===== src/aspn_defines.svh =====
// register offsets, field positions, reset values and timing counts
`ifndef ASPN_DEFINES_SVH
`define ASPN_DEFINES_SVH
`define ASPN_OFF_SCTL      8'h00
`define ASPN_OFF_SERIAL_BUFFER      8'h04
`define ASPN_OFF_PCTL      8'h08
`define ASPN_OFF_CCTL      8'hD8
`define ASPN_SC_MODE_HI    7
`define ASPN_SC_MODE_LO    6
`define ASPN_SC_FILT       5
`define ASPN_SC_REN        4
`define ASPN_SC_TB8        3
`define ASPN_SC_RB8        2
`define ASPN_SC_TI         1
`define ASPN_SC_RI         0
`define ASPN_PC_DBL        7
`define ASPN_CC_BAUD       7
`define ASPN_CC_RSVD       5
`define ASPN_SCTL_RST      8'h00
`define ASPN_PCTL_RST      8'h00
`define ASPN_CCTL_RST      8'h00
`define ASPN_BRG_DIV       13'h09C4
`define ASPN_BRG_STEP_SLOW 13'h0010
`define ASPN_BRG_STEP_FAST 13'h0020
`define ASPN_M2_LAST_FAST  2'h1
`define ASPN_M2_LAST_SLOW  2'h3
`define ASPN_SAMP_A        4'h7
`define ASPN_SAMP_B        4'h8
`define ASPN_SAMP_C        4'h9
`define ASPN_CNT_LAST      4'hF
`endif


===== src/aspn_pkg.sv =====
// shared types of the nine-bit asynchronous serial port
`default_nettype none
package aspn_pkg;
    typedef logic [7:0]  aspn_addr_t;
    typedef logic [31:0] aspn_word_t;
    typedef logic [1:0]  aspn_mode_t;
    typedef enum logic [1:0] {
        ASPN_MODE_SHIFT, ASPN_MODE_1, ASPN_MODE_2, ASPN_MODE_3
    } aspn_mode_e;
    typedef enum {ASPN_TX_IDLE, ASPN_TX_START, ASPN_TX_DATA} aspn_tx_e;
    typedef enum {ASPN_RX_HUNT, ASPN_RX_BITS, ASPN_RX_STOP} aspn_rx_e;
endpackage : aspn_pkg
`default_nettype wire


===== src/aspn_serial.sv =====
// nine-bit asynchronous serial port engine with apb register access
`default_nettype none
`include "aspn_defines.svh"
module aspn_serial (
    input  wire logic               ref_clk,
    input  wire logic               nrst,
    input  wire logic               psel,
    input  wire logic               penable,
    input  wire logic               pwrite,
    input  wire aspn_pkg::aspn_addr_t paddr,
    input  wire aspn_pkg::aspn_word_t pwdata,
    output logic                    pready,
    output logic                    pslverr,
    output aspn_pkg::aspn_word_t    prdata,
    input  wire logic               timer1_ovf,
    input  wire logic               rxd,
    output logic                    txd
);
    import aspn_pkg::*;

    logic [7:0] sctl_r;
    logic [7:0] pctl_r;
    logic [7:0] cctl_r;
    logic [7:0] rx_buf_r;
    logic       pready_r;
    logic       pslverr_r;
    aspn_word_t prdata_r;
    logic       txd_r;
    logic       wr_done;
    logic       wr_sctl;
    logic       wr_serial_buffer;
    aspn_mode_t mode;
    logic       dbl;
    logic       ren;
    logic       filt;

    // address decode for the error answer; the read mux decodes paddr in its own case
    function automatic logic addr_hit(input aspn_addr_t a);
        addr_hit = (a == `ASPN_OFF_SCTL) || (a == `ASPN_OFF_SERIAL_BUFFER) ||
                   (a == `ASPN_OFF_PCTL) || (a == `ASPN_OFF_CCTL);
    endfunction : addr_hit

    assign mode    = sctl_r[`ASPN_SC_MODE_HI:`ASPN_SC_MODE_LO];
    assign dbl     = pctl_r[`ASPN_PC_DBL];
    assign ren     = sctl_r[`ASPN_SC_REN];
    assign filt    = sctl_r[`ASPN_SC_FILT];
    assign wr_done = psel && penable && pready_r && pwrite && !pslverr_r;
    assign wr_sctl = wr_done && (paddr == `ASPN_OFF_SCTL);
    assign wr_serial_buffer = wr_done && (paddr == `ASPN_OFF_SERIAL_BUFFER);

    // apb answer: one wait state, so read data can come from a flop
    always_ff @(posedge ref_clk or negedge nrst) begin
        if (!nrst) begin
            pready_r  <= 1'b0;
            pslverr_r <= 1'b0;
            prdata_r  <= 32'h0000_0000;
        end else begin
            pready_r <= psel && penable && !pready_r;
            if (psel && penable && !pready_r) begin
                pslverr_r <= !addr_hit(paddr);
                prdata_r  <= 32'h0000_0000;
                if (!pwrite) begin
                    unique case (paddr)
                        `ASPN_OFF_SCTL: prdata_r[7:0] <= sctl_r;
                        `ASPN_OFF_SERIAL_BUFFER: prdata_r[7:0] <= rx_buf_r;
                        `ASPN_OFF_PCTL: prdata_r[7:0] <= pctl_r;
                        `ASPN_OFF_CCTL: prdata_r[7:0] <= cctl_r;
                        default:        prdata_r      <= 32'h0000_0000;
                    endcase
                end
            end else begin
                pslverr_r <= 1'b0;
            end
        end
    end

    // doubler and converter control; only the doubler bit and the baud-source bit act
    always_ff @(posedge ref_clk or negedge nrst) begin
        if (!nrst) begin
            pctl_r <= `ASPN_PCTL_RST;
            cctl_r <= `ASPN_CCTL_RST;
        end else if (wr_done) begin
            if (paddr == `ASPN_OFF_PCTL)
                pctl_r <= {pwdata[7], 7'h00};
            if (paddr == `ASPN_OFF_CCTL) begin
                cctl_r <= pwdata[7:0];
                cctl_r[`ASPN_CC_RSVD] <= 1'b0; // reserved, reads zero
            end
        end
    end

    // 16x sample tick: mode 2 divider, internal generator or timer 1
    logic        tick_r;
    logic [1:0]  m2_cnt_r;
    logic [12:0] brg_acc_r;
    logic        t1_half_r;
    logic [12:0] brg_sum;
    logic [1:0]  m2_last;
    assign brg_sum = brg_acc_r + (dbl ? `ASPN_BRG_STEP_FAST
                                      : `ASPN_BRG_STEP_SLOW);
    assign m2_last = dbl ? `ASPN_M2_LAST_FAST : `ASPN_M2_LAST_SLOW;
    always_ff @(posedge ref_clk or negedge nrst) begin
        if (!nrst) begin
            tick_r    <= 1'b0;
            m2_cnt_r  <= 2'h0;
            brg_acc_r <= 13'h0000;
            t1_half_r <= 1'b0;
        end else begin
            tick_r <= 1'b0;
            if (mode == ASPN_MODE_2) begin
                m2_cnt_r <= (m2_cnt_r == m2_last) ? 2'h0 : m2_cnt_r + 2'h1;
                tick_r   <= (m2_cnt_r == m2_last);
            end else if (mode != ASPN_MODE_SHIFT) begin
                if (cctl_r[`ASPN_CC_BAUD]) begin
                    // fractional accumulator keeps the 2500 ratio exact
                    if (brg_sum >= `ASPN_BRG_DIV) begin
                        brg_acc_r <= brg_sum - `ASPN_BRG_DIV;
                        tick_r    <= 1'b1;
                    end else begin
                        brg_acc_r <= brg_sum;
                    end
                end else if (timer1_ovf) begin
                    t1_half_r <= !t1_half_r;
                    tick_r    <= dbl || t1_half_r;
                end
            end
        end
    end

    // transmitter: bit times follow its own divide-by-16 counter
    aspn_tx_e   tx_state_r;
    logic [3:0] tx_cnt_r;
    logic [8:0] tx_sh_r;
    logic       tx_req_r;
    logic       tx_first_r;
    logic       ti_set_r;
    logic       tx_roll;
    logic       tx_last;
    assign tx_roll = tick_r && (tx_cnt_r == `ASPN_CNT_LAST);
    assign tx_last = !tx_first_r && (tx_sh_r[8:2] == 7'h00) && tx_sh_r[1];
    always_ff @(posedge ref_clk or negedge nrst) begin
        if (!nrst) begin
            tx_state_r <= ASPN_TX_IDLE;
            tx_cnt_r   <= 4'h0;
            tx_sh_r    <= 9'h000;
            tx_req_r   <= 1'b0;
            tx_first_r <= 1'b0;
            ti_set_r   <= 1'b0;
        end else begin
            ti_set_r <= 1'b0;
            if (tick_r)
                tx_cnt_r <= tx_cnt_r + 4'h1;
            unique case (tx_state_r)
                ASPN_TX_IDLE: begin
                    if (tx_roll && tx_req_r) begin
                        tx_state_r <= ASPN_TX_START;
                        tx_req_r   <= 1'b0;
                    end
                end
                ASPN_TX_START: begin
                    if (tx_roll) begin
                        tx_state_r <= ASPN_TX_DATA;
                        tx_first_r <= 1'b1;
                    end
                end
                ASPN_TX_DATA: begin
                    if (tx_roll) begin
                        tx_first_r <= 1'b0;
                        tx_sh_r <= {tx_first_r && mode != ASPN_MODE_1,
                                    tx_sh_r[8:1]};
                        if (tx_last) begin
                            tx_state_r <= ASPN_TX_IDLE;
                            ti_set_r   <= 1'b1;
                        end
                    end
                end
            endcase
            // a new write reloads the shifter even in the middle of a frame
            if (wr_serial_buffer) begin
                tx_sh_r  <= {mode == ASPN_MODE_1 ? 1'b1
                                  : sctl_r[`ASPN_SC_TB8], pwdata[7:0]};
                tx_req_r <= 1'b1;
            end
        end
    end

    // line driver: idle high, start low, then shifter output
    always_ff @(posedge ref_clk or negedge nrst) begin
        if (!nrst)
            txd_r <= 1'b1;
        else if (tx_state_r == ASPN_TX_START)
            txd_r <= 1'b0;
        else if (tx_state_r == ASPN_TX_DATA)
            txd_r <= tx_sh_r[0];
        else
            txd_r <= 1'b1;
    end

    // receiver: edge hunt, majority of three, nine-bit shifter
    aspn_rx_e   rx_state_r;
    logic [3:0] rx_cnt_r;
    logic [8:0] rx_sh_r;
    logic       rx_first_r;
    logic       rxd_last_r;
    logic       samp_a_r;
    logic       samp_b_r;
    logic       ri_set_r;
    logic       rb8_set_r;
    logic       rb8_val_r;
    logic       maj;
    logic       decide;
    logic       rx_final;
    logic       rx_take;
    assign maj      = (samp_a_r & samp_b_r) | (samp_a_r & rxd) |
                      (samp_b_r & rxd);
    assign decide   = tick_r && rx_state_r == ASPN_RX_BITS &&
                      rx_cnt_r == `ASPN_SAMP_C;
    assign rx_final = decide && !rx_first_r && !rx_sh_r[8];
    assign rx_take  = rx_final && !sctl_r[`ASPN_SC_RI] &&
                      (!filt || maj);
    always_ff @(posedge ref_clk or negedge nrst) begin
        if (!nrst) begin
            rx_state_r <= ASPN_RX_HUNT;
            rx_cnt_r   <= 4'h0;
            rx_sh_r    <= 9'h1FF;
            rx_first_r <= 1'b0;
            rxd_last_r <= 1'b1;
            samp_a_r   <= 1'b1;
            samp_b_r   <= 1'b1;
            ri_set_r   <= 1'b0;
            rb8_set_r  <= 1'b0;
            rb8_val_r  <= 1'b0;
            rx_buf_r   <= 8'h00;
        end else begin
            ri_set_r  <= 1'b0;
            rb8_set_r <= 1'b0;
            if (tick_r) begin
                rxd_last_r <= rxd;
                rx_cnt_r   <= rx_cnt_r + 4'h1;
                if (rx_cnt_r == `ASPN_SAMP_A)
                    samp_a_r <= rxd;
                if (rx_cnt_r == `ASPN_SAMP_B)
                    samp_b_r <= rxd;
                unique case (rx_state_r)
                    ASPN_RX_HUNT: begin
                        if (ren && rxd_last_r && !rxd) begin
                            rx_cnt_r   <= 4'h0;
                            rx_sh_r    <= 9'h1FF;
                            rx_first_r <= 1'b1;
                            rx_state_r <= ASPN_RX_BITS;
                        end
                    end
                    ASPN_RX_BITS: begin
                        if (rx_cnt_r == `ASPN_SAMP_C) begin
                            rx_first_r <= 1'b0;
                            rx_sh_r    <= {rx_sh_r[7:0], maj};
                            if (rx_first_r && maj)
                                rx_state_r <= ASPN_RX_HUNT;
                            else if (rx_final)
                                rx_state_r <= (mode == ASPN_MODE_1)
                                    ? ASPN_RX_HUNT : ASPN_RX_STOP;
                        end
                    end
                    ASPN_RX_STOP: begin
                        // stop bit is timed but never looked at
                        if (rx_cnt_r == `ASPN_SAMP_C)
                            rx_state_r <= ASPN_RX_HUNT;
                    end
                endcase
            end
            if (rx_take) begin
                rx_buf_r  <= {rx_sh_r[0], rx_sh_r[1], rx_sh_r[2], rx_sh_r[3],
                              rx_sh_r[4], rx_sh_r[5], rx_sh_r[6], rx_sh_r[7]};
                rb8_set_r <= 1'b1;
                rb8_val_r <= maj;
                ri_set_r  <= 1'b1;
            end
        end
    end

    // serial control: hardware setting of a flag wins over a clear
    always_ff @(posedge ref_clk or negedge nrst) begin
        if (!nrst) begin
            sctl_r <= `ASPN_SCTL_RST;
        end else begin
            if (wr_sctl)
                sctl_r <= pwdata[7:0];
            if (rb8_set_r)
                sctl_r[`ASPN_SC_RB8] <= rb8_val_r;
            if (ri_set_r)
                sctl_r[`ASPN_SC_RI] <= 1'b1;
            if (ti_set_r)
                sctl_r[`ASPN_SC_TI] <= 1'b1;
        end
    end

    assign pready  = pready_r;
    assign pslverr = pslverr_r;
    assign prdata  = prdata_r;
    assign txd     = txd_r;
endmodule : aspn_serial
`default_nettype wire


===== config.mk =====
export PLATFORM = sky130hd
export DESIGN_NAME = aspn_serial
export DESIGN_NICKNAME = d
export VERILOG_FILES = /design/src/aspn_pkg.sv /design/src/aspn_serial.sv
export VERILOG_INCLUDE_DIRS = /design/src
export SDC_FILE = /design/constraint.sdc
export NUM_CORES = 1
export LEC_CHECK = 0
export ABC_CLOCK_PERIOD_IN_PS = 6010
export BUFFER_PORTS_ARGS = -buffer_cell sky130_fd_sc_hd__buf_2
export CAP_MARGIN = 15
export CORE_ASPECT_RATIO = 0.8
export CORE_MARGIN = 4
export CORE_UTILIZATION = 55
export CTS_CLUSTER_SIZE = 28
export DETAILED_ROUTE_END_ITERATION = 12
export GPL_TIMING_DRIVEN = 0
export PLACE_DENSITY = 0.78
export REMOVE_ABC_BUFFERS = 1
export SETUP_SLACK_MARGIN = 0.15
export SLEW_MARGIN = 20
export SYNTH_ARGS = -nofsm -noshare
export SYNTH_HDL_FRONTEND = slang
export SYNTH_SLANG_ARGS = --single-unit

===== constraint.sdc =====
create_clock -name ref_clk -period 6.01 [get_ports ref_clk]
set_input_delay 0.3005 -clock ref_clk [delete_from_list [all_inputs] [get_ports ref_clk]]
set_output_delay 0.3005 -clock ref_clk [all_outputs]
set_load 0.02 [all_outputs]

Word level (Yosys, flattened, before mapping). Cells that the tools add are included. Widths: inputs -> output; s select.

Register bits: 175. Bits of input ports: 47. Output and inout port bits: 35. Logic and storage cells: 181.

Bitwise gates (word level): 7. Reduce and logical (&&, ||, !) cells: 61. Equal/unequal tests: 26. $add $sub $neg: 5. Multiplexer cells: 52. Magnitude comparators: 1.

Operators by type and width (count): $mux 32 (9); $pmux 32 s3 (2); $eq 32x2->1 const B (4); $eq 32x1->1 const B (2); $logic_not 32->1 (2); $mux 9 (5); $eq 32x3->1 const B (1); $pmux 8 s4 (1); $mux 1 (23); $logic_and 1x1->1 (21); $pmux 9 s2 (1); $reduce_bool 2->1 (9); $ne 2x2->1 const B (7); $add 13x6->13 (1); $ge 13x12->1 const B (1); $mux 13 (1); $sub 13x12->13 const B (1); $eq 4x4->1 const B (3); $reduce_and 2->1 (6); $reduce_and 4->1 (3); $logic_not 1->1 (10); $add 4x1->4 const B (2); $eq 8x3->1 const B (1); $eq 8x4->1 const B (1); other kinds (22) (35).

Depth between registers and ports, before layout. Gate-level depths: netlist of the first run.

Depth in word-level cells: 9. Gate-level depth with buffers: 12. Gate-level depth less buffers: 10.

Worst setup path before layout of the first run. OpenSTA, ideal clock, no wires.

Path kind: reg2reg. From: register pctl_r[7]. To: register brg_acc_r[12]. Path buffers: 2. Slack: 3.162 ns. Setup time: 0.083 ns. Cell stages (with the launch flop): 13. Arrival: 2.765 ns. Required time: 5.927 ns. Period minus slack after synthesis: 2.848 ns. Cell sequence: dfrtp_1 inv_1 ha_1 fa_1 buf_2 and2_1 a311oi_1 o211ai_1 a31oi_1 buf_2 nand2_1 mux2_2 o21ai_0.

Longest elaborated chain between the ends: 4. Elaborated cells between the ends (all ways): 5. Classes of those cells: 2 x add/sub; 1 x order compare; 2 x mux.

RTL lines: from (decl) (line aspn_serial.sv:22) `logic [7:0] pctl_r;`; from (signal assigned) (line aspn_serial.sv:80) `` pctl_r <= `ASPN_PCTL_RST; ``; from (signal assigned) (line aspn_serial.sv:84) `pctl_r <= {pwdata[7], 7'h00};`; $mux 6 (no line) (*); $add 13x6->13 (*) (line aspn_serial.sv:99) `` assign brg_sum = brg_acc_r + (dbl ? `ASPN_BRG_STEP_FAST ``; $sub 13x12->13 (no line) / $ge 13x12->1 (equally long branches); $mux 13 (*) (line aspn_serial.sv:116) `` if (brg_sum >= `ASPN_BRG_DIV) begin ``; to (signal assigned) (line aspn_serial.sv:117) `` brg_acc_r <= brg_sum - `ASPN_BRG_DIV; ``; to (signal assigned) (line aspn_serial.sv:120) `brg_acc_r <= brg_sum;`; to (decl) (line aspn_serial.sv:95) `logic [12:0] brg_acc_r;`.

Every way passes the cells marked *; elsewhere a longest branch is shown, timed or not. A chain may end at the register's enable or synchronous reset.

Final worst setup path of the first run. Ends and elaborated chain as after synthesis.

==> results.toml, run 1 <==
[status]
run_status = "complete, no violations"

[pwr]
totalPowerFinal_mw = 1.024
vdd_ir_drop_max_v = 0.0001029
power.static_leakage_nw = 2.398
p_per_area_nw_per_um2 = 201.0

[clock_network]
cts_tree = "done"
clk_root_buffer_cell = "sky130_fd_sc_hd__clkbuf_8"
cts-resized-gates = 0
cts_htree_levels = 3
numCtsBuffers = 9
cts_hold_repair.buffers = 1
clock_insertion_delay_worst_skew_ns = 0.35
clock_sink_count = 89
cts_max_path_buffers = 2
clkTransAtPathRegs_ns = 0.08
cts_post_setup_buffers_inserted = 0

[global_routing]
antenna_found_initial = 0
groute.usage.overall_pct = 19.05
grt_pass1_wl_um = 15960
vias_in_the_first_global_route = 3345
grt_remaining_overflow = 0
grt_start_max_net_pins = 53

[setup_path]
critPathArrivalTime_ns = 4.14
slowest_cell_delay_on_critical_path_ns = 0.83
worstPathMaxFanout = 11
setup.worst_path.start_class = "flop"
cp.required_ns = 6.27
path_cells = "inv_1 > ha_1 > fa_1 > and2_1 > a311oi_1 > o211ai_1 > a31oi_1 > nand2_1 > mux2_2 > o21ai_0"
timing.setup.critical_path_class = "reg2reg"
setup.worst_path.end_class = "flop"
slowest_stage = "sky130_fd_sc_hd__a31oi_1"

[floorplanning]
fp.dieH_um = 91.10
core_region_area_um2 = 8446
die-area_um2 = 10190
boundaryPins = 82
die_width_um = 111.9
floorplan.rows = 30
initial_standard_cell_utilization_of_the_core_pct = 56.21

[final_layout]
num-fill-cells = 660
share_of_layout_cells_above_drive_strength_1_pct = 18.42
stdcell_count = 617
flow.area_growth_from_synthesis_pct = 7.301
layout.cells.most_common = "sky130_fd_sc_hd__nand2_1"
design.final.nets = 563
final_cell_area_um2 = 5094
antenna_cells = 0
most-common-layout-cells = "sky130_fd_sc_hd__nand2_1, sky130_fd_sc_hd__dfrtp_1, sky130_fd_sc_hd__buf_2"

[route]
antenna_nets_post_route = 0
detail_route.wirelength_um = 9392
detail_route.iter0.violations = 284
drt_pass1_iterations = 5
remaining_design_rule_violation_count = 0
routed-via-count = 3509
wl_per_cell_um = 15.22
route.detailed.vias_per_inst = 5.687

[synth]
synth_xor_area_share_pct = 3.506
synth_enable_flop_cells = 0
mappedNetlistArea_um2 = 4747
synth-compound-area-share_pct = 11.28
synth_top_family_by_area = "simple AND/OR/NAND/NOR gates"
ys_async_sr_fraction_pct = 100.0
synth.yosys.warnings = 0
syn_inst = 469
synth.area.mux_share_pct = 10.20
seq_area_frac_synth_pct = 47.26
synth-adder-area-share_pct = 4.586
ys_dominant_reg_cell = "sky130_fd_sc_hd__dfrtp_1"
syn-mean-instance-area_um2 = 10.12
simple_gate_share_of_the_synthesized_area_pct = 16.34
ys_seq_elements = 89
synth.distinct_cells = 61

[timing]
post-route-period-util_pct = 64.50
max_slew.worst_pin.slew_ns = 1.087
timing_hold_violations_final = 0
rsz0062_at_grt = "no"
timing.max_slew.rel_slack_pct = 27.22
timing.setup.tns_ns = 0
setup_violations = 0
period_needed_ns = 3.876
worst_clock_skew_ns = 0.01451
hold_ws_ns = 0.1784
achievable-frequency_ghz = 0.2580
drv_slew = 0

[placed_design]
dp.cells = 600
dp_hpwl_um = 6716
gp_congestion = 0.8283
place_area_um2 = 4908
buffer_ports.inserted = 33

[hold_path]
worstHoldPathType = "in2reg"

[run]
drv_cap = 0
==> cell families (layout without fill, tap and decap cells) <==
kind of cell    Yosys count  in the layout
buf+inv                  56             69
simple gates            162            162
mux                      44             44
other cells               1             24
fa+ha+maj                17             17
xor+xnor                 19             19
flops                    89             89
compound gates           81             81
==> synth_stat cells (2+ instances only) <==
| master | n | share of area, % |
|---|---|---|
| sky130_fd_sc_hd__o21ai_1 | 2 | 0.21 |
| sky130_fd_sc_hd__ha_1 | 15 | 4.0 |
| sky130_fd_sc_hd__nor4_1 | 3 | 0.40 |
| sky130_fd_sc_hd__mux2_4 | 5 | 1.6 |
| sky130_fd_sc_hd__mux2i_1 | 24 | 5.1 |
| sky130_fd_sc_hd__buf_6 | 2 | 0.47 |
| sky130_fd_sc_hd__o22a_1 | 9 | 1.7 |
| sky130_fd_sc_hd__inv_1 | 17 | 1.3 |
| sky130_fd_sc_hd__or2_2 | 3 | 0.40 |
| sky130_fd_sc_hd__a22o_1 | 8 | 1.5 |
| sky130_fd_sc_hd__a21o_1 | 4 | 0.63 |
| sky130_fd_sc_hd__a21oi_1 | 10 | 1.1 |
| sky130_fd_sc_hd__buf_1 | 2 | 0.16 |
| sky130_fd_sc_hd__nand4b_1 | 3 | 0.55 |
| sky130_fd_sc_hd__xnor2_1 | 14 | 2.6 |
| sky130_fd_sc_hd__nor3_1 | 8 | 0.84 |
| sky130_fd_sc_hd__nor3b_1 | 2 | 0.32 |
| sky130_fd_sc_hd__or3_2 | 2 | 0.32 |
| sky130_fd_sc_hd__o211ai_1 | 2 | 0.32 |
| sky130_fd_sc_hd__nand3b_1 | 3 | 0.47 |
| sky130_fd_sc_hd__nor2b_1 | 2 | 0.26 |
| sky130_fd_sc_hd__o21ai_0 | 31 | 3.3 |
| sky130_fd_sc_hd__or4_4 | 2 | 0.47 |
| sky130_fd_sc_hd__nand3_1 | 15 | 1.6 |
| sky130_fd_sc_hd__buf_2 | 4 | 0.42 |
| sky130_fd_sc_hd__dfrtp_1 | 76 | 40 |
| sky130_fd_sc_hd__nand4_1 | 5 | 0.66 |
| sky130_fd_sc_hd__buf_4 | 24 | 3.8 |
| sky130_fd_sc_hd__dfstp_2 | 13 | 7.2 |
| sky130_fd_sc_hd__nand2b_1 | 2 | 0.26 |
| sky130_fd_sc_hd__clkbuf_1 | 6 | 0.47 |
| sky130_fd_sc_hd__xor2_1 | 5 | 0.92 |
| sky130_fd_sc_hd__nor2_1 | 21 | 1.7 |
| sky130_fd_sc_hd__nand2_1 | 80 | 6.3 |
| sky130_fd_sc_hd__a211o_1 | 3 | 0.55 |
| sky130_fd_sc_hd__mux2_2 | 15 | 3.6 |
| sky130_fd_sc_hd__and3_1 | 3 | 0.40 |
==> critical path: cells and delay by family (launching register included) <==
family                     cells  cell delay, ns
adders and majority gates      2            0.76
DFF                            1            0.55
AOI/OAI and AO/OA              4            1.68
and+or+nand+nor                2            0.40
muxes                          1            0.29
buffers and inverters          1            0.09
==> where the power goes <==
part	switching (mW)	internal [mW]	total (mW)
combinational	0.0381	0.0127	0.0508
clock	0.208	0.160	0.368
sequential	0.00220	0.603	0.605
total	0.248	0.776	1.02
==> per-layer routing <==
metal / track usage [%] / up-vias / routed length [um]
met3: 3.264 / 20 / 609
met5: 0 / - / 0
li1: - / 1651 / -
met4: 6.586 / 0 / 187
met2: 28.89 / 129 / 4113
met1: 27.68 / 1709 / 4481
==> path summary, 6_finish.rpt <==
path                       slack [ns]      start  cells after the start             to
hold reg to reg                  0.47   ti_set_r                      1      sctl_r[1]
max in group asynchronous        4.86       nrst                      3      prdata[6]
hold / removal                   0.18     pwrite                      2      prdata[5]
setup reg to reg                 2.13  pctl_r[7]                     10  brg_acc_r[12]
min in group asynchronous        0.51       nrst                      2  tx_state_r[1]
setup / recovery                 2.13  pctl_r[7]                     10  brg_acc_r[12]
==> through the flow <==
stage	utilization, %	worst slack, ns
3_3_place_gp	57.85	2.349
3_5_place_dp	58.12	2.268
6_report	60.31	2.134
2_1_floorplan	-	2.913
4_1_cts	60.28	2.247
5_1_grt	60.31	1.792
==> state kept, by name (all words and copies together) (netlist names), 2 cells and up <==
name / flops
brg_acc_r: 11
cctl_r: 7
m2_cnt_r: 2
prdata: 8
rx_buf_r: 8
rx_cnt_r: 4
rx_sh_r: 9
rx_state_r: 2
sctl_r: 8
tx_cnt_r: 4
tx_sh_r: 9
tx_state_r: 2
==> layout make-up <==
type	instances	area (um^2)	area share, %
Clock buffer	11	141.4	2.776
Clock inverter	5	31.28	0.6141
Inverter	18	67.56	1.326
Multi-Input combinational cell	347	2272	44.61
Sequential cell	89	2243	44.04
Tap cell	112	140.1	2.751
Timing Repair Buffer	35	197.7	3.881
Power figures use the tool's default switching activity.
==> inputs of run 2 (changes only) <==
--- a/config.mk
+++ b/config.mk
@@ -6,7 +6,7 @@
 export SDC_FILE = /design/constraint.sdc
 export NUM_CORES = 1
 export LEC_CHECK = 0
-export ABC_CLOCK_PERIOD_IN_PS = 6010
+export ABC_CLOCK_PERIOD_IN_PS = 3970
 export BUFFER_PORTS_ARGS = -buffer_cell sky130_fd_sc_hd__buf_2
 export CAP_MARGIN = 15
 export CORE_ASPECT_RATIO = 0.8
==> constraint.sdc (replaced) <==
create_clock -name ref_clk -period 3.97 [get_ports ref_clk]
set_input_delay 0.1985 -clock ref_clk [delete_from_list [all_inputs] [get_ports ref_clk]]
set_output_delay 0.1985 -clock ref_clk [all_outputs]
set_load 0.02 [all_outputs]
==> run 2 against run 1 <==
Effect of this change:
- routed wire length down 0.28%
- sequential cell count unchanged
- core utilization up 0.18 points
- clock power up 51%
- sequential power up 51%
==> results.toml, run 2 (synthesized netlist as in run 1, its figures left out) <==
[status]
run_status = "complete, no violations"

[pwr]
p_sw_mw = 0.3732
comb_power_share_pct = 5.0
p_sw_share_pct = 24.11
p_per_area_nw_per_um2 = 302.9
share_seq_of_total_power_pct = 59.2
power.static_leakage_nw = 2.398
clock_power_share_pct = 35.9
totalPowerFinal_mw = 1.548
p_int_mw = 1.174
vdd_ir_drop_max_v = 0.0001560

[clock_network]
clk_root_buffer_cell = "sky130_fd_sc_hd__clkbuf_8"
cts_tree = "done"
clock_insertion_delay_worst_skew_ns = 0.35
cts_max_path_buffers = 2
numCtsBuffers = 9
clkTransAtPathRegs_ns = 0.08
cts_post_setup_buffers_inserted = 0
cts_htree_levels = 3
clock_sink_count = 89

[global_routing]
vias_in_the_first_global_route = 3345
grt_pass1_wl_um = 15960
grt_use_met3_pct = 3.264
top_usage_layer_grt = "met2"
antenna_found_initial = 0
met1_usage_pct = 27.68
grt_remaining_overflow = 0
groute.usage.overall_pct = 19.05
grt_start_max_net_pins = 53
grt.met2_usage_pct = 28.89

[placed_design]
buffer_ports.inserted = 33
placement.setup.worst_slack_ns = 0.2280
gp_congestion = 0.8283
dp_hpwl_um = 6716

[timing]
achievable-frequency_ghz = 0.2924
rsz0062_at_grt = "no"
max_slew.worst_pin.slew_ns = 0.8374
timing.setup.tns_ns = 0
drv_slew = 0
setup_violations = 0
setup_ws_ns = 0.5505
post-route-period-util_pct = 86.13
timing_hold_violations_final = 0
period_needed_ns = 3.419
timing.max_slew.rel_slack_pct = 43.74
worst_clock_skew_ns = 0.01421

[floorplanning]
initial_standard_cell_utilization_of_the_core_pct = 56.21
die-area_um2 = 10190
boundaryPins = 82
fp.dieH_um = 91.10
floorplan.rows = 30
core_region_area_um2 = 8446
die_width_um = 111.9

[final_layout]
most-common-layout-cells = "sky130_fd_sc_hd__nand2_1, sky130_fd_sc_hd__dfrtp_1, sky130_fd_sc_hd__buf_2"
antenna_cells = 0
share_of_layout_cells_above_drive_strength_1_pct = 18.61
largest_register_ffs = 11
layout_top_registers = "brg_acc_r (11), rx_sh_r (9), tx_sh_r (9)"
max_flop_register = "brg_acc_r"
area.sequential_um2 = 2243
design.final.nets = 563
num-fill-cells = 654
layout.cells.most_common = "sky130_fd_sc_hd__nand2_1"
flow.area_growth_from_synthesis_pct = 7.617
multiInputGateArea_um2 = 2287

[route]
detail_route.wirelength_um = 9366
routed-via-count = 3492
remaining_design_rule_violation_count = 0
detail_route.iter0.violations = 254
drt_pass1_iterations = 5
antenna_nets_post_route = 0
route.detailed.vias_per_inst = 5.660
wl_per_cell_um = 15.18

[setup_path]
setup.worst_path.end_class = "flop"
setup.worst_path.start_class = "flop"
cp.required_ns = 4.23
critPathArrivalTime_ns = 3.68
timing.setup.critical_path_class = "reg2reg"
worstPathMaxFanout = 11

[hold_path]
worstHoldPathType = "in2reg"

[run]
drv_cap = 0
==> run 2: cell types whose count changed in the layout (fill, tap and decap cells not counted) <==
cell | before | now
sky130_fd_sc_hd__a31oi_1 | 1 | 0
sky130_fd_sc_hd__a31oi_4 | 0 | 1
==> run 2: worst paths after layout <==
kind                       cells past startpoint  slack [ns]       from             to
setup / recovery                              10        0.55  pctl_r[7]  brg_acc_r[12]
hold / removal                                 2        0.08     pwrite      prdata[5]
setup reg to reg                              10        0.55  pctl_r[7]  brg_acc_r[12]
hold reg to reg                                1        0.47   ti_set_r      sctl_r[1]
max in group asynchronous                      3        2.92       nrst      prdata[2]
min in group asynchronous                      2        0.41       nrst  tx_state_r[1]
==> run 2: final cells by class <==
cell class	instances	area share, %
clock buffers	11	2.768
clock inverters	5	0.6123
inverters	18	1.323
multi-input cells	347	44.77
flip-flops and latches	89	43.91
well taps	112	2.743
repair buffers	35	3.870
==> run 2: critical path: stages (launching register included) <==
cell	delay (ns)
sky130_fd_sc_hd__dfrtp_1	0.54
sky130_fd_sc_hd__inv_1	0.08
sky130_fd_sc_hd__ha_1	0.24
sky130_fd_sc_hd__fa_1	0.52
sky130_fd_sc_hd__and2_1	0.25
sky130_fd_sc_hd__a311oi_1	0.40
sky130_fd_sc_hd__o211ai_1	0.33
sky130_fd_sc_hd__a31oi_4	0.41
sky130_fd_sc_hd__nand2_1	0.12
sky130_fd_sc_hd__mux2_2	0.27
sky130_fd_sc_hd__o21ai_0	0.17
==> run 2: metrics by stage <==
stage          std cells  utilization (%)  area [um^2]  hold WS (ns)
6_report             617            60.49         5109       0.07789
5_1_grt              617            60.49         5109       0.09439
4_1_cts              617            60.28         5091       0.07339
3_5_place_dp         600            58.12         4908        0.2720
3_3_place_gp         599            57.85         4886        0.4187
2_1_floorplan        454                -         4581      -0.09709
==> run 2: what timing repair did <==
action	in CTS	in global routing
hold buffers	1	0
resized for setup	0	2
endpoints found under the hold margin	38	0
setup endpoints to repair	0	11
==> run 2: power by group through the flow <==
stage	combinational [mW]	sequential, mW	clock (mW)
floorplan	0.0320	0.934	0
global placement	0.0717	0.933	0
detailed placement	0.0762	0.933	0
CTS	0.0772	0.916	0.565
global route	0.0850	0.916	0.609
finish	0.0767	0.916	0.555
==> run 2: per-layer routing <==
| metal | vias to the layer above | routed length [um] |
|---|---|---|
| li1 | 1649 | - |
| met1 | 1694 | 4469 |
| met2 | 133 | 4090 |
| met3 | 16 | 632 |
| met4 | 0 | 174 |
| met5 | - | 0 |
==> inputs of run 3 (changes only) <==
--- a/config.mk
+++ b/config.mk
@@ -6,16 +6,18 @@
 export SDC_FILE = /design/constraint.sdc
 export NUM_CORES = 1
 export LEC_CHECK = 0
+export ABC_AREA = 1
 export ABC_CLOCK_PERIOD_IN_PS = 3970
 export BUFFER_PORTS_ARGS = -buffer_cell sky130_fd_sc_hd__buf_2
 export CAP_MARGIN = 15
-export CORE_ASPECT_RATIO = 0.8
+export CORE_ASPECT_RATIO = 0.9
 export CORE_MARGIN = 4
 export CORE_UTILIZATION = 55
 export CTS_CLUSTER_SIZE = 28
 export DETAILED_ROUTE_END_ITERATION = 12
 export GPL_TIMING_DRIVEN = 0
 export PLACE_DENSITY = 0.78
+export RECOVER_POWER = 100
 export REMOVE_ABC_BUFFERS = 1
 export SETUP_SLACK_MARGIN = 0.15
 export SLEW_MARGIN = 20
==> run 3 against run 2 <==
Effect of this change:
- the run now ends with max-capacitance violations, max-slew violations left
- count of clock-buffer cells in the layout unchanged
- final cell count is 21% higher
- maximum frequency rose by 6.2%
- sequential share of layout area decreased by 0.64 points
- final area increased by 1.5%
- via count up 11%
- largest power group unchanged
==> results.toml, run 3 <==
[route]
detail_route.wirelength_um = 9990
routed-via-count = 3889
antenna_nets_post_route = 0
remaining_design_rule_violation_count = 0
drt_pass1_iterations = 4
detail_route.iter0.violations = 186
route.detailed.vias_per_inst = 5.227
wl_per_cell_um = 13.43

[timing]
timing.setup.tns_ns = 0
hold_ws_ns = 0.05738
period_needed_ns = 3.219
timing.max_slew.rel_slack_pct = -65.17
worst_clock_skew_ns = 0.01395
setup_violations = 0
achievable-frequency_ghz = 0.3106
setup_ws_ns = 0.7509
timing_hold_violations_final = 0
rsz0062_at_grt = "no"
max_slew.worst_pin.slew_ns = 2.477
drv_slew = 64
post-route-period-util_pct = 81.09

[setup_path]
critPathArrivalTime_ns = 3.46
setup.worst_path.start_class = "flop"
crit-reg2reg-launch = "pctl_r[7]"
setup.worst_path.end_class = "flop"
critical_path_source = "pctl_r[7]"
cp.required_ns = 4.21
timing.setup.critical_path_class = "reg2reg"
worstPathMaxFanout = 9

[floorplanning]
boundaryPins = 82
floorplan.rows = 32
fp.dieH_um = 97.20
initial_standard_cell_utilization_of_the_core_pct = 56.48
core_region_area_um2 = 8608
die_width_um = 107.1
die-area_um2 = 10410

[synth]
seq_area_frac_synth_pct = 46.14
mappedNetlistArea_um2 = 4862
post_synth_most_frequent_cells = "sky130_fd_sc_hd__nand2_1, sky130_fd_sc_hd__inv_1, sky130_fd_sc_hd__dfrtp_1, sky130_fd_sc_hd__o21ai_0, sky130_fd_sc_hd__nand3_1"
synth.yosys.warnings = 0
syn_inst = 582
synth_largest_area_cell = "sky130_fd_sc_hd__dfrtp_1"
synth-compound-area-share_pct = 12.30
synthTopCellsByArea = "sky130_fd_sc_hd__dfrtp_1, sky130_fd_sc_hd__nand2_1, sky130_fd_sc_hd__dfstp_2"
ys_dominant_reg_cell = "sky130_fd_sc_hd__dfrtp_1"
synth_top_area_share_pct = 39.11
synth.area.mux_share_pct = 0.2316
synth_xor_area_share_pct = 2.316
synth-adder-area-share_pct = 4.272
yosysMostFrequentCell = "sky130_fd_sc_hd__nand2_1"
ys_seq_elements = 89
synth.distinct_cells = 48
synth_top_family_by_area = "simple AND/OR/NAND/NOR gates"
simple_gate_share_of_the_synthesized_area_pct = 23.03
synth_enable_flop_cells = 0
ys_async_sr_fraction_pct = 100.0
syn-mean-instance-area_um2 = 8.354

[clock_network]
numCtsBuffers = 9
cts_post_setup_buffers_inserted = 0
cts_hold_repair.buffers = 1
cts_htree_levels = 3
clock_sink_count = 89
clkTransAtPathRegs_ns = 0.10
clk_root_buffer_cell = "sky130_fd_sc_hd__clkbuf_8"
cts_max_path_buffers = 2
cts_tree = "done"
clock_insertion_delay_worst_skew_ns = 0.37
cts-resized-gates = 0

[pwr]
p_per_area_nw_per_um2 = 419.5
power.static_leakage_nw = 2.570
vdd_ir_drop_max_v = 0.0003639

[final_layout]
layout_top_registers = "brg_acc_r (11), rx_sh_r (9), tx_sh_r (9)"
max_flop_register = "brg_acc_r"
most-common-layout-cells = "sky130_fd_sc_hd__nand2_1, sky130_fd_sc_hd__inv_1, sky130_fd_sc_hd__dfrtp_1"
largest_register_ffs = 11
share_of_layout_cells_above_drive_strength_1_pct = 11.52
layout.core_utilization_pct = 60.22
antenna_cells = 0
layout.cells.most_common = "sky130_fd_sc_hd__nand2_1"
design.final.nets = 683
flow.area_growth_from_synthesis_pct = 6.613

[global_routing]
grt.met2_usage_pct = 34.30
grt_use_met3_pct = 4.053
met1_usage_pct = 25.41
antenna_found_initial = 0
groute.usage.overall_pct = 20.16
vias_in_the_first_global_route = 3721
grt_remaining_overflow = 0
grt_start_max_net_pins = 47
top_usage_layer_grt = "met2"
grt_pass1_wl_um = 17080

[placed_design]
buffer_ports.inserted = 33
gp_congestion = 0.8858
dp_hpwl_um = 7412
placement.setup.worst_slack_ns = 1.324

[status]
failing_checks = "max-capacitance violations, max-slew violations"
run_status = "finished, violations left"

[run]
drv_cap = 2

[hold_path]
hp-start = "rxd"
worstHoldPathType = "in2reg"
## run 3: path summary, 6_finish.rpt
check | end | slack, ns | depth (start not counted)
worst min register to register | sctl_r[1] | 0.46 | 2
max in group asynchronous | sctl_r[3] | 1.44 | 2
min in group asynchronous | brg_acc_r[9] | 1.14 | 2
worst max-delay path | brg_acc_r[2] | 0.75 | 14
worst min-delay path | rxd_last_r | 0.06 | 3
worst max register to register | brg_acc_r[2] | 0.75 | 14
## run 3: logic make-up after synthesis
family,after synthesis
AOI/OAI and AO/OA,102
xor gates and xnor gates,12
adders and majority gates,16
buffers and inverters,123
DFF,89
muxes,1
other,1
and+or+nand+nor,238
## run 3: area by class of cell
class / count / area [um^2]
clock buffers: 11 / 141.4
multi-input cells: 393 / 2079
clock inverters: 5 / 45.04
fillers: 784 / 3425
flip-flops and latches: 89 / 2243
well taps: 119 / 148.9
inverters: 92 / 345.3
repair buffers: 35 / 180.2
## run 3: per-stage QoR
stage,instance area (um^2),power (mW),cells
4_1_cts,5261,2.200,744
6_report,5184,2.174,744
3_3_place_gp,5042,1.559,726
2_1_floorplan,4728,1.462,574
5_1_grt,5184,2.322,744
3_5_place_dp,5065,1.597,727
## run 3: worst max-delay path, stage by stage (launching register included)
cell	delay (ns)
sky130_fd_sc_hd__dfrtp_1	0.47
sky130_fd_sc_hd__inv_1	0.13
sky130_fd_sc_hd__ha_1	0.26
sky130_fd_sc_hd__fa_1	0.43
sky130_fd_sc_hd__nand2_1	0.17
sky130_fd_sc_hd__inv_1	0.08
sky130_fd_sc_hd__nor2_1	0.26
sky130_fd_sc_hd__nand2_1	0.14
sky130_fd_sc_hd__nor2_1	0.10
sky130_fd_sc_hd__nand2_1	0.08
sky130_fd_sc_hd__nand2_1	0.14
sky130_fd_sc_hd__nand2_4	0.11
sky130_fd_sc_hd__nand3_1	0.31
sky130_fd_sc_hd__nand2_1	0.23
sky130_fd_sc_hd__xor2_2	0.19
## run 3: per-layer routing
layer  wire length [um]  up-vias
li1                   -     1912
met1               4281     1881
met2               5070       81
met3                443       15
met4                194        0
met5                  0        -
## run 3: where the power goes
| part | internal [mW] | switching (mW) | total [mW] | leakage (nW) |
|---|---|---|---|---|
| Sequential | 1.05 | 0.0923 | 1.14 | 1.10 |
| Clock | 0.257 | 0.341 | 0.598 | 0.0982 |
| Combinational | 0.157 | 0.279 | 0.436 | 1.37 |
| Total | 1.46 | 0.712 | 2.17 | 2.57 |
